==> config.mk <==
export PLATFORM = sky130hd
export DESIGN_NAME = erxhw_top
export DESIGN_NICKNAME = d
export VERILOG_FILES = /design/src/verilog/erxhw_pkg.sv /design/src/verilog/erxhw_top.sv /design/src/verilog/erxhw_wmark.sv
export SDC_FILE = /design/constraint.sdc
export NUM_CORES = 1
export LEC_CHECK = 0
export BUFFER_PORTS_ARGS = -buffer_cell sky130_fd_sc_hd__buf_4
export CORE_MARGIN = 2
export CORE_UTILIZATION = 40
export DETAILED_ROUTE_END_ITERATION = 10
export PLACE_DENSITY_LB_ADDON = 0.25
export SYNTH_ARGS = -nofsm -noshare
export SYNTH_HDL_FRONTEND = slang
export SYNTH_SLANG_ARGS = --single-unit
==> constraint.sdc <==
create_clock -name mclk -period 2.2 [get_ports mclk]
set_input_delay 0.33 -clock mclk [delete_from_list [all_inputs] [get_ports mclk]]
set_output_delay 0.33 -clock mclk [all_outputs]
set_load 0.1 [all_outputs]
==> src/verilog/erxhw_pkg.sv <==
/*
 * erxhw_pkg: register map, field layout and carrier types of the receive
 * hash-table and watermark block.
 * Assumes an APB slave with 32-bit data and word-aligned registers.
 */
`default_nettype none
package erxhw_pkg;
	// register byte offsets
	localparam logic [7:0] ADDR_HASH_LO = 8'h00;
	localparam logic [7:0] ADDR_HASH_HI = 8'h04;
	localparam logic [7:0] ADDR_WMARK = 8'h08;
	localparam logic [7:0] ADDR_CTRL = 8'h0C;
	localparam logic [7:0] ADDR_IRQ_STAT = 8'h10;
	localparam logic [7:0] ADDR_IRQ_MASK = 8'h14;
	localparam logic [7:0] ADDR_STATUS = 8'h18;
	// watermark field positions
	localparam int WM_FULL_LSB = 16;
	localparam int WM_EMPTY_LSB = 0;
	localparam int WM_WIDTH = 8;
	// control register bits
	localparam int CTRL_RX_EN_BIT = 0;
	localparam int CTRL_HASH_EN_BIT = 1;
	localparam int CTRL_AUTO_FC_BIT = 2;
	// interrupt status and mask bits
	localparam int IRQ_FULL_BIT = 0;
	localparam int IRQ_EMPTY_BIT = 1;
	localparam int IRQ_LOCK_BIT = 2;
	localparam int IRQ_WIDTH = 3;
	// status register bits
	localparam int STAT_FC_BIT = 0;
	localparam int STAT_FULL_BIT = 1;
	localparam int STAT_EMPTY_BIT = 2;
	localparam int STAT_LOCK_BIT = 3;
	// reset values
	localparam logic [31:0] HASH_RESET = 32'h0000_0000;
	localparam logic [7:0] WM_RESET = 8'h00;
	localparam logic [31:0] RDATA_UNMAPPED = 32'h0000_0000;

	// apb request from the master
	typedef struct packed {
		logic psel;
		logic penable;
		logic pwrite;
		logic [7:0] paddr;
		logic [31:0] pwdata;
	} erxhw_apb_req_t;

	// apb response to the master
	typedef struct packed {
		logic pready;
		logic pslverr;
		logic [31:0] prdata;
	} erxhw_apb_rsp_t;

	// software watermark settings
	typedef struct packed {
		logic [7:0] full_mark;
		logic [7:0] empty_mark;
	} erxhw_marks_t;
endpackage : erxhw_pkg
`default_nettype wire

==> src/verilog/erxhw_top.sv <==
/*
 * erxhw_top: receive hash table, watermark register, control, interrupt
 * and status registers behind an APB slave.
 * Assumes APB master on mclk; rx_packet_count is synchronous to mclk.
 */
// Decided for this implementation: the APB interface to the registers and the placing of the registers.
`timescale 1ns/10ps
`default_nettype none
module erxhw_top (
	// clock and reset
	input wire logic mclk,
	input wire logic arst_n,
	// apb slave
	input wire erxhw_pkg::erxhw_apb_req_t apb_req,
	output erxhw_pkg::erxhw_apb_rsp_t apb_rsp,
	// receive side
	input wire logic [7:0] rx_packet_count,
	output logic [63:0] hash_table_bits,
	output logic hash_filter_active,
	output logic flow_ctrl,
	// interrupt
	output logic irq
);
	import erxhw_pkg::*;

	logic [31:0] hash_lo_q;
	logic [31:0] hash_hi_q;
	erxhw_marks_t marks_q;
	logic receive_enable_q;
	logic hash_filter_enable_q;
	logic auto_fc_q;
	logic [IRQ_WIDTH-1:0] irq_stat_q;
	logic [IRQ_WIDTH-1:0] irq_stat_d;
	logic [IRQ_WIDTH-1:0] irq_mask_q;
	logic [IRQ_WIDTH-1:0] irq_events;
	logic [31:0] prdata_q;
	logic pslverr_q;
	logic wr_en;
	logic rd_en;
	logic hash_locked;
	logic hash_wr;
	logic lock_violation;
	logic full_level;
	logic empty_level;
	logic full_level_event;
	logic empty_level_event;
	logic flow_ctrl_w;

	// address decode used only by the error flag, for both reads and writes
	function automatic logic addr_mapped(input logic [7:0] a);
		if (a == ADDR_HASH_LO) begin
			addr_mapped = 1'b1;
		end else if (a == ADDR_HASH_HI) begin
			addr_mapped = 1'b1;
		end else if (a == ADDR_WMARK) begin
			addr_mapped = 1'b1;
		end else if (a == ADDR_CTRL) begin
			addr_mapped = 1'b1;
		end else if (a == ADDR_IRQ_STAT) begin
			addr_mapped = 1'b1;
		end else if (a == ADDR_IRQ_MASK) begin
			addr_mapped = 1'b1;
		end else if (a == ADDR_STATUS) begin
			addr_mapped = 1'b1;
		end else begin
			addr_mapped = 1'b0;
		end
	endfunction : addr_mapped

	// hash table halves, shared by the write gate and the refusal flag
	function automatic logic is_hash_addr(input logic [7:0] a);
		if (a == ADDR_HASH_LO) begin
			is_hash_addr = 1'b1;
		end else if (a == ADDR_HASH_HI) begin
			is_hash_addr = 1'b1;
		end else begin
			is_hash_addr = 1'b0;
		end
	endfunction : is_hash_addr

	// zero-wait slave: access phase completes in its first cycle
	assign wr_en = apb_req.psel && apb_req.penable && apb_req.pwrite;
	assign rd_en = apb_req.psel && !apb_req.penable && !apb_req.pwrite;

	// table is frozen while receive and hash filtering are both on
	assign hash_locked = receive_enable_q && hash_filter_enable_q;
	assign hash_wr = wr_en && !hash_locked && is_hash_addr(apb_req.paddr);
	// a refused table write is flagged rather than silently lost
	assign lock_violation = wr_en && hash_locked && is_hash_addr(apb_req.paddr);

	// hash table halves, written whole
	always_ff @(posedge mclk or negedge arst_n) begin
		if (!arst_n) begin
			hash_lo_q <= HASH_RESET;
			hash_hi_q <= HASH_RESET;
		end else if (hash_wr) begin
			if (apb_req.paddr == ADDR_HASH_LO) begin
				hash_lo_q <= apb_req.pwdata;
			end else begin
				hash_hi_q <= apb_req.pwdata;
			end
		end
	end
	assign hash_table_bits = {hash_hi_q, hash_lo_q};

	// watermark fields; the reserved bytes have no storage at all
	always_ff @(posedge mclk or negedge arst_n) begin
		if (!arst_n) begin
			marks_q.full_mark <= WM_RESET;
			marks_q.empty_mark <= WM_RESET;
		end else if (wr_en && apb_req.paddr == ADDR_WMARK) begin
			marks_q.full_mark <= apb_req.pwdata[WM_FULL_LSB +: WM_WIDTH];
			marks_q.empty_mark <= apb_req.pwdata[WM_EMPTY_LSB +: WM_WIDTH];
		end
	end

	// control bits
	always_ff @(posedge mclk or negedge arst_n) begin
		if (!arst_n) begin
			receive_enable_q <= 1'b0;
			hash_filter_enable_q <= 1'b0;
			auto_fc_q <= 1'b0;
		end else if (wr_en && apb_req.paddr == ADDR_CTRL) begin
			receive_enable_q <= apb_req.pwdata[CTRL_RX_EN_BIT];
			hash_filter_enable_q <= apb_req.pwdata[CTRL_HASH_EN_BIT];
			auto_fc_q <= apb_req.pwdata[CTRL_AUTO_FC_BIT];
		end
	end
	// filtering only matters on the receive path
	assign hash_filter_active = receive_enable_q && hash_filter_enable_q;

	// comparators and flow-control latch
	erxhw_wmark u_wmark (
		.mclk(mclk),
		.arst_n(arst_n),
		.marks(marks_q),
		.auto_fc_en(auto_fc_q),
		.rx_en(receive_enable_q),
		.rx_packet_count(rx_packet_count),
		.full_level(full_level),
		.empty_level(empty_level),
		.full_level_event(full_level_event),
		.empty_level_event(empty_level_event),
		.flow_ctrl_q(flow_ctrl_w)
	);
	assign flow_ctrl = flow_ctrl_w;

	// sticky interrupt bits: write one clears, a new event wins
	assign irq_events[IRQ_FULL_BIT] = full_level_event;
	assign irq_events[IRQ_EMPTY_BIT] = empty_level_event;
	assign irq_events[IRQ_LOCK_BIT] = lock_violation;
	always_comb begin
		irq_stat_d = irq_stat_q;
		if (wr_en && apb_req.paddr == ADDR_IRQ_STAT) begin
			irq_stat_d = irq_stat_q & ~apb_req.pwdata[IRQ_WIDTH-1:0];
		end
		irq_stat_d = irq_stat_d | irq_events;
	end
	always_ff @(posedge mclk or negedge arst_n) begin
		if (!arst_n) begin
			irq_stat_q <= '0;
		end else begin
			irq_stat_q <= irq_stat_d;
		end
	end

	// interrupt mask
	always_ff @(posedge mclk or negedge arst_n) begin
		if (!arst_n) begin
			irq_mask_q <= '0;
		end else if (wr_en && apb_req.paddr == ADDR_IRQ_MASK) begin
			irq_mask_q <= apb_req.pwdata[IRQ_WIDTH-1:0];
		end
	end
	assign irq = |(irq_stat_q & irq_mask_q);

	// read data registered in the setup cycle, ready in the access cycle
	always_ff @(posedge mclk or negedge arst_n) begin
		if (!arst_n) begin
			prdata_q <= RDATA_UNMAPPED;
		end else if (rd_en) begin
			prdata_q <= RDATA_UNMAPPED;
			if (apb_req.paddr == ADDR_HASH_LO) begin
				prdata_q <= hash_lo_q;
			end else if (apb_req.paddr == ADDR_HASH_HI) begin
				prdata_q <= hash_hi_q;
			end else if (apb_req.paddr == ADDR_WMARK) begin
				// reserved bytes forced to zero
				prdata_q[WM_FULL_LSB +: WM_WIDTH] <= marks_q.full_mark;
				prdata_q[WM_EMPTY_LSB +: WM_WIDTH] <= marks_q.empty_mark;
			end else if (apb_req.paddr == ADDR_CTRL) begin
				prdata_q[CTRL_RX_EN_BIT] <= receive_enable_q;
				prdata_q[CTRL_HASH_EN_BIT] <= hash_filter_enable_q;
				prdata_q[CTRL_AUTO_FC_BIT] <= auto_fc_q;
			end else if (apb_req.paddr == ADDR_IRQ_STAT) begin
				prdata_q[IRQ_WIDTH-1:0] <= irq_stat_q;
			end else if (apb_req.paddr == ADDR_IRQ_MASK) begin
				prdata_q[IRQ_WIDTH-1:0] <= irq_mask_q;
			end else if (apb_req.paddr == ADDR_STATUS) begin
				prdata_q[STAT_FC_BIT] <= flow_ctrl_w;
				prdata_q[STAT_FULL_BIT] <= full_level;
				prdata_q[STAT_EMPTY_BIT] <= empty_level;
				prdata_q[STAT_LOCK_BIT] <= hash_locked;
			end
		end
	end

	// error flag for unmapped addresses, taken in the setup cycle
	always_ff @(posedge mclk or negedge arst_n) begin
		if (!arst_n) begin
			pslverr_q <= 1'b0;
		end else if (apb_req.psel && !apb_req.penable) begin
			pslverr_q <= !addr_mapped(apb_req.paddr);
		end
	end

	assign apb_rsp.pready = 1'b1;
	assign apb_rsp.pslverr = pslverr_q && apb_req.psel && apb_req.penable;
	assign apb_rsp.prdata = prdata_q;
endmodule : erxhw_top
`default_nettype wire

==> src/verilog/erxhw_wmark.sv <==
/*
 * erxhw_wmark: full and empty watermark comparators and the automatic
 * flow-control latch.
 * Assumes a receive packet count on the same clock as the registers.
 */
`timescale 1ns/10ps
`default_nettype none
module erxhw_wmark (
	// clock and reset
	input wire logic mclk,
	input wire logic arst_n,
	// settings
	input wire erxhw_pkg::erxhw_marks_t marks,
	input wire logic auto_fc_en,
	input wire logic rx_en,
	input wire logic [7:0] rx_packet_count,
	// results
	output logic full_level,
	output logic empty_level,
	output logic full_level_event,
	output logic empty_level_event,
	output logic flow_ctrl_q
);
	import erxhw_pkg::*;

	logic full_q;
	logic empty_q;

	// level conditions; receive path only, transmit never looks here
	assign full_level = rx_en && (rx_packet_count >= marks.full_mark);
	assign empty_level = rx_en && (rx_packet_count <= marks.empty_mark);

	// edge of each condition makes a one-cycle event
	always_ff @(posedge mclk or negedge arst_n) begin
		if (!arst_n) begin
			full_q <= 1'b0;
			empty_q <= 1'b0;
		end else begin
			full_q <= full_level;
			empty_q <= empty_level;
		end
	end
	assign full_level_event = full_level && !full_q;
	assign empty_level_event = empty_level && !empty_q;

	// flow control: on at full, off at empty; full wins if marks overlap
	always_ff @(posedge mclk or negedge arst_n) begin
		if (!arst_n) begin
			flow_ctrl_q <= 1'b0;
		end else if (!auto_fc_en) begin
			flow_ctrl_q <= 1'b0;
		end else if (full_level) begin
			flow_ctrl_q <= 1'b1;
		end else if (empty_level) begin
			flow_ctrl_q <= 1'b0;
		end
	end
endmodule : erxhw_wmark
`default_nettype wire
==> out/qor.yml <==
run_status:
  status: "finished, final reports clean"
timing:
  rsz0062_at_grt: "false"
  setup_viol_count_final: 0
  final-max-slew-violation-count: 0
  post-route-period-util_pct: 87.5
  hold_viol_final: 0
  setup_tns_ns: 0
  max_freq_ghz: 0.520
  period_minus_slack_ns: 1.92
  skew_ns: 0.00725
cts:
  ctsLongestPathBuffers: 2
  numCtsBuffers: 17
  cts_sinks: 125
  cts_htree_levels: 4
  clockRootBuffer: "clkbuf_16"
  cts-resized-gates: 0
  cts_tree: "yes"
  clkTransAtPathRegs_ns: 0.06
  insertion_delay_ns: 0.41
global_routing:
  grt_max_degree: 44
  met1_usage_pct: 23.7
  grt_pass1_vias: 4726
  track_usage_pct: 19.9
  grt_pass1_wl_mm: 24.4
  top_usage_layer: "met2"
  met3_usage_pct: 7.82
  grt_util_met2_pct: 33.3
  grt_antenna_before_repair: 0
  overflow: 0
finish:
  nFillCells: 1259
  n_antenna_cell: 0
  synthToLayoutAreaGrowth_pct: 34.2
  multi_input_area_um2: 2460
  drive_above_1_share_pct: 44.0
  final_area_um2: 7790
  layout_common_cells: "169 x buf_4, 125 x dfrtp_1, 83 x mux2_2, 46 x nand2_1, 33 x mux2i_1"
  seq_area_um2: 3130
  layout_commonest_cell: "buf_4"
  layout.nets: 718
synth:
  synth_edf_count: 0
  async_flop_share_pct: 100
  syn_area_per_cell_um2: 12.0
  synth_cell_types: 47
  syn_inst: 485
  synth_top_flop_cell: "dfrtp_1"
  synth_area_um2: 5800
  ys_ff_latch: 125
  ys_warn_count: 0
  synth_nets: 554
  ys_seq_area_share_pct: 53.9
power_and_ir_drop:
  leakage_uw: 0.00401
  peakVddDrop_v: 0.000528
  finalPower_uw: 5590
  p_per_area_nw_per_um2: 718
worst_setup_path:
  cp-end-kind: "flip-flop"
  worstPathRequired_ns: 2.46
  cp_max_fo: 3
  arrival_ns: 2.18
  cp-start-kind: "flip-flop"
  crit_type: "flip-flop to flip-flop"
place:
  dpl_cell_area_um2: 7200
  io_buffers: 152
  dp_hpwl_mm: 10.8
  globalplace.congestion: 0.795
drt:
  drc_errors: 0
  drt_iter0_markers: 221
  via_per_inst: 5.17
  wl_per_cell_um: 17.5
  routed_wl_mm: 14.8
  drtPass1Iterations: 5
  ant_nets: 0
  num_vias: 4374
die:
  die_w_um: 124
  die_h_um: 124
  rows: 44
  core_um2: 14400
  dieArea_um2: 15500
  io_pins: 154
  start_util_pct: 40.4
flow_run:
  drv_cap: 0
worst_hold_path:
  hp-class: "input pin to flip-flop"
[state kept, by name, summed over array words and instances (netlist names), 3 cells and up]
| signal | cells |
|---|---|
| marks_q | 16 |
| hash_lo_q | 32 |
| irq_mask_q | 3 |
| irq_stat_q | 3 |
| hash_hi_q | 32 |
| prdata_q | 32 |
[power breakdown]
group	switching, µW	internal (µW)
clock network	1000	1720
registers	24.6	2330
logic	337	170
[repair_timing]
item,CTS,global route
hold endpoints to repair,11,0
hold buffers,1,0
buffers inserted,0,0
[worst paths after layout]
| path | cells past startpoint | from | slack (ns) | endpoint |
|---|---|---|---|---|
| worst min register to register | 1 | u_wmark.empty_q$_DFF_PN0_ | 0.43 | irq_stat_q[1]$_DFF_PN0_ |
| worst max register to register | 7 | marks_q[15]$_DFFE_PN0P_ | 0.28 | u_wmark.flow_ctrl_q$_DFFE_PN0P_ |
| worst max-delay path | 7 | marks_q[15]$_DFFE_PN0P_ | 0.28 | u_wmark.flow_ctrl_q$_DFFE_PN0P_ |
| max in group asynchronous | 3 | arst_n | 1.20 | hash_hi_q[29]$_DFFE_PN0P_ |
| worst min-delay path | 2 | apb_req[31] | 0.15 | hash_hi_q[31]$_DFFE_PN0P_ |
| min in group asynchronous | 2 | arst_n | 0.32 | prdata_q[21]$_DFFE_PN0P_ |
[logic make-up (layout without fill, tap and decap cells)]
family | Yosys count | after routing | synth area share [%]
flops | 125 | 125 | 53.9
mux | 120 | 120 | 22.6
simple gates | 98 | 98 | 7.83
compound gates | 78 | 78 | 8.30
buf+inv | 47 | 224 | 3.80
fa+ha+maj | 16 | 16 | 3.45
other cells | 1 | 1 | 0.0646
[Yosys cell counts (2+ instances only)]
cell	n	area [µm²]
dfrtp_1	125	3130
mux2_2	83	935
nand2_1	46	173
mux2i_1	33	330
o21ai_0	27	135
nor2_1	23	86.3
inv_1	20	75.1
a21oi_1	18	90.1
ha_1	16	200
o31ai_1	13	97.6
clkbuf_1	11	41.3
buf_4	8	60.1
buf_2	5	25.0
a31oi_1	4	25.0
nand2b_1	4	25.0
nand3_1	4	20.0
and3_1	3	18.8
mux2_1	3	33.8
nor2b_1	3	18.8
nor3_1	3	15.0
a211oi_1	2	15.0
a221o_1	2	20.0
buf_1	2	7.51
nand3_2	2	20.0
nand4_1	2	12.5
o2bb2ai_1	2	17.5
[cell type report]
cell class,instances,share of cell area (%)
sequential,125,40.2
multi-input combinational,313,31.5
timing repair buffer,172,16.9
clock buffer,22,5.96
tap,184,2.96
clock inverter,10,1.46
inverter,20,0.964
[critical path: stages, from the launching register on]
cell and delay (ns):
dfrtp_1 0.38, inv_1 0.05, ha_1 0.30, and4_1 0.20, a21oi_1 0.15, o21ai_0 0.13
o21ai_0 0.40, a21boi_0 0.16
[stage by stage]
stage | cells | setup WS [ns] | util [%] | hold slack [ns]
finish | 846 | 0.276 | 54.2 | 0.146
global route | 846 | 0.158 | 54.2 | 0.126
CTS | 846 | 0.273 | 54.2 | 0.126
detailed placement | 813 | 0.237 | 50.1 | 0.205
global placement | 813 | 0.230 | 50.1 | 0.201
floorplan | 485 | 0.382 | - | 0.0344
[per-layer routing]
layer	wire, µm	up-vias	part of all wire (%)
met5	0	-	0
met4	195	0	1.3
met3	1070	17	7.2
met2	7610	128	51
met1	5970	2181	40
li1	-	2048	-
Note: power is estimated with default switching activity, not from simulation.
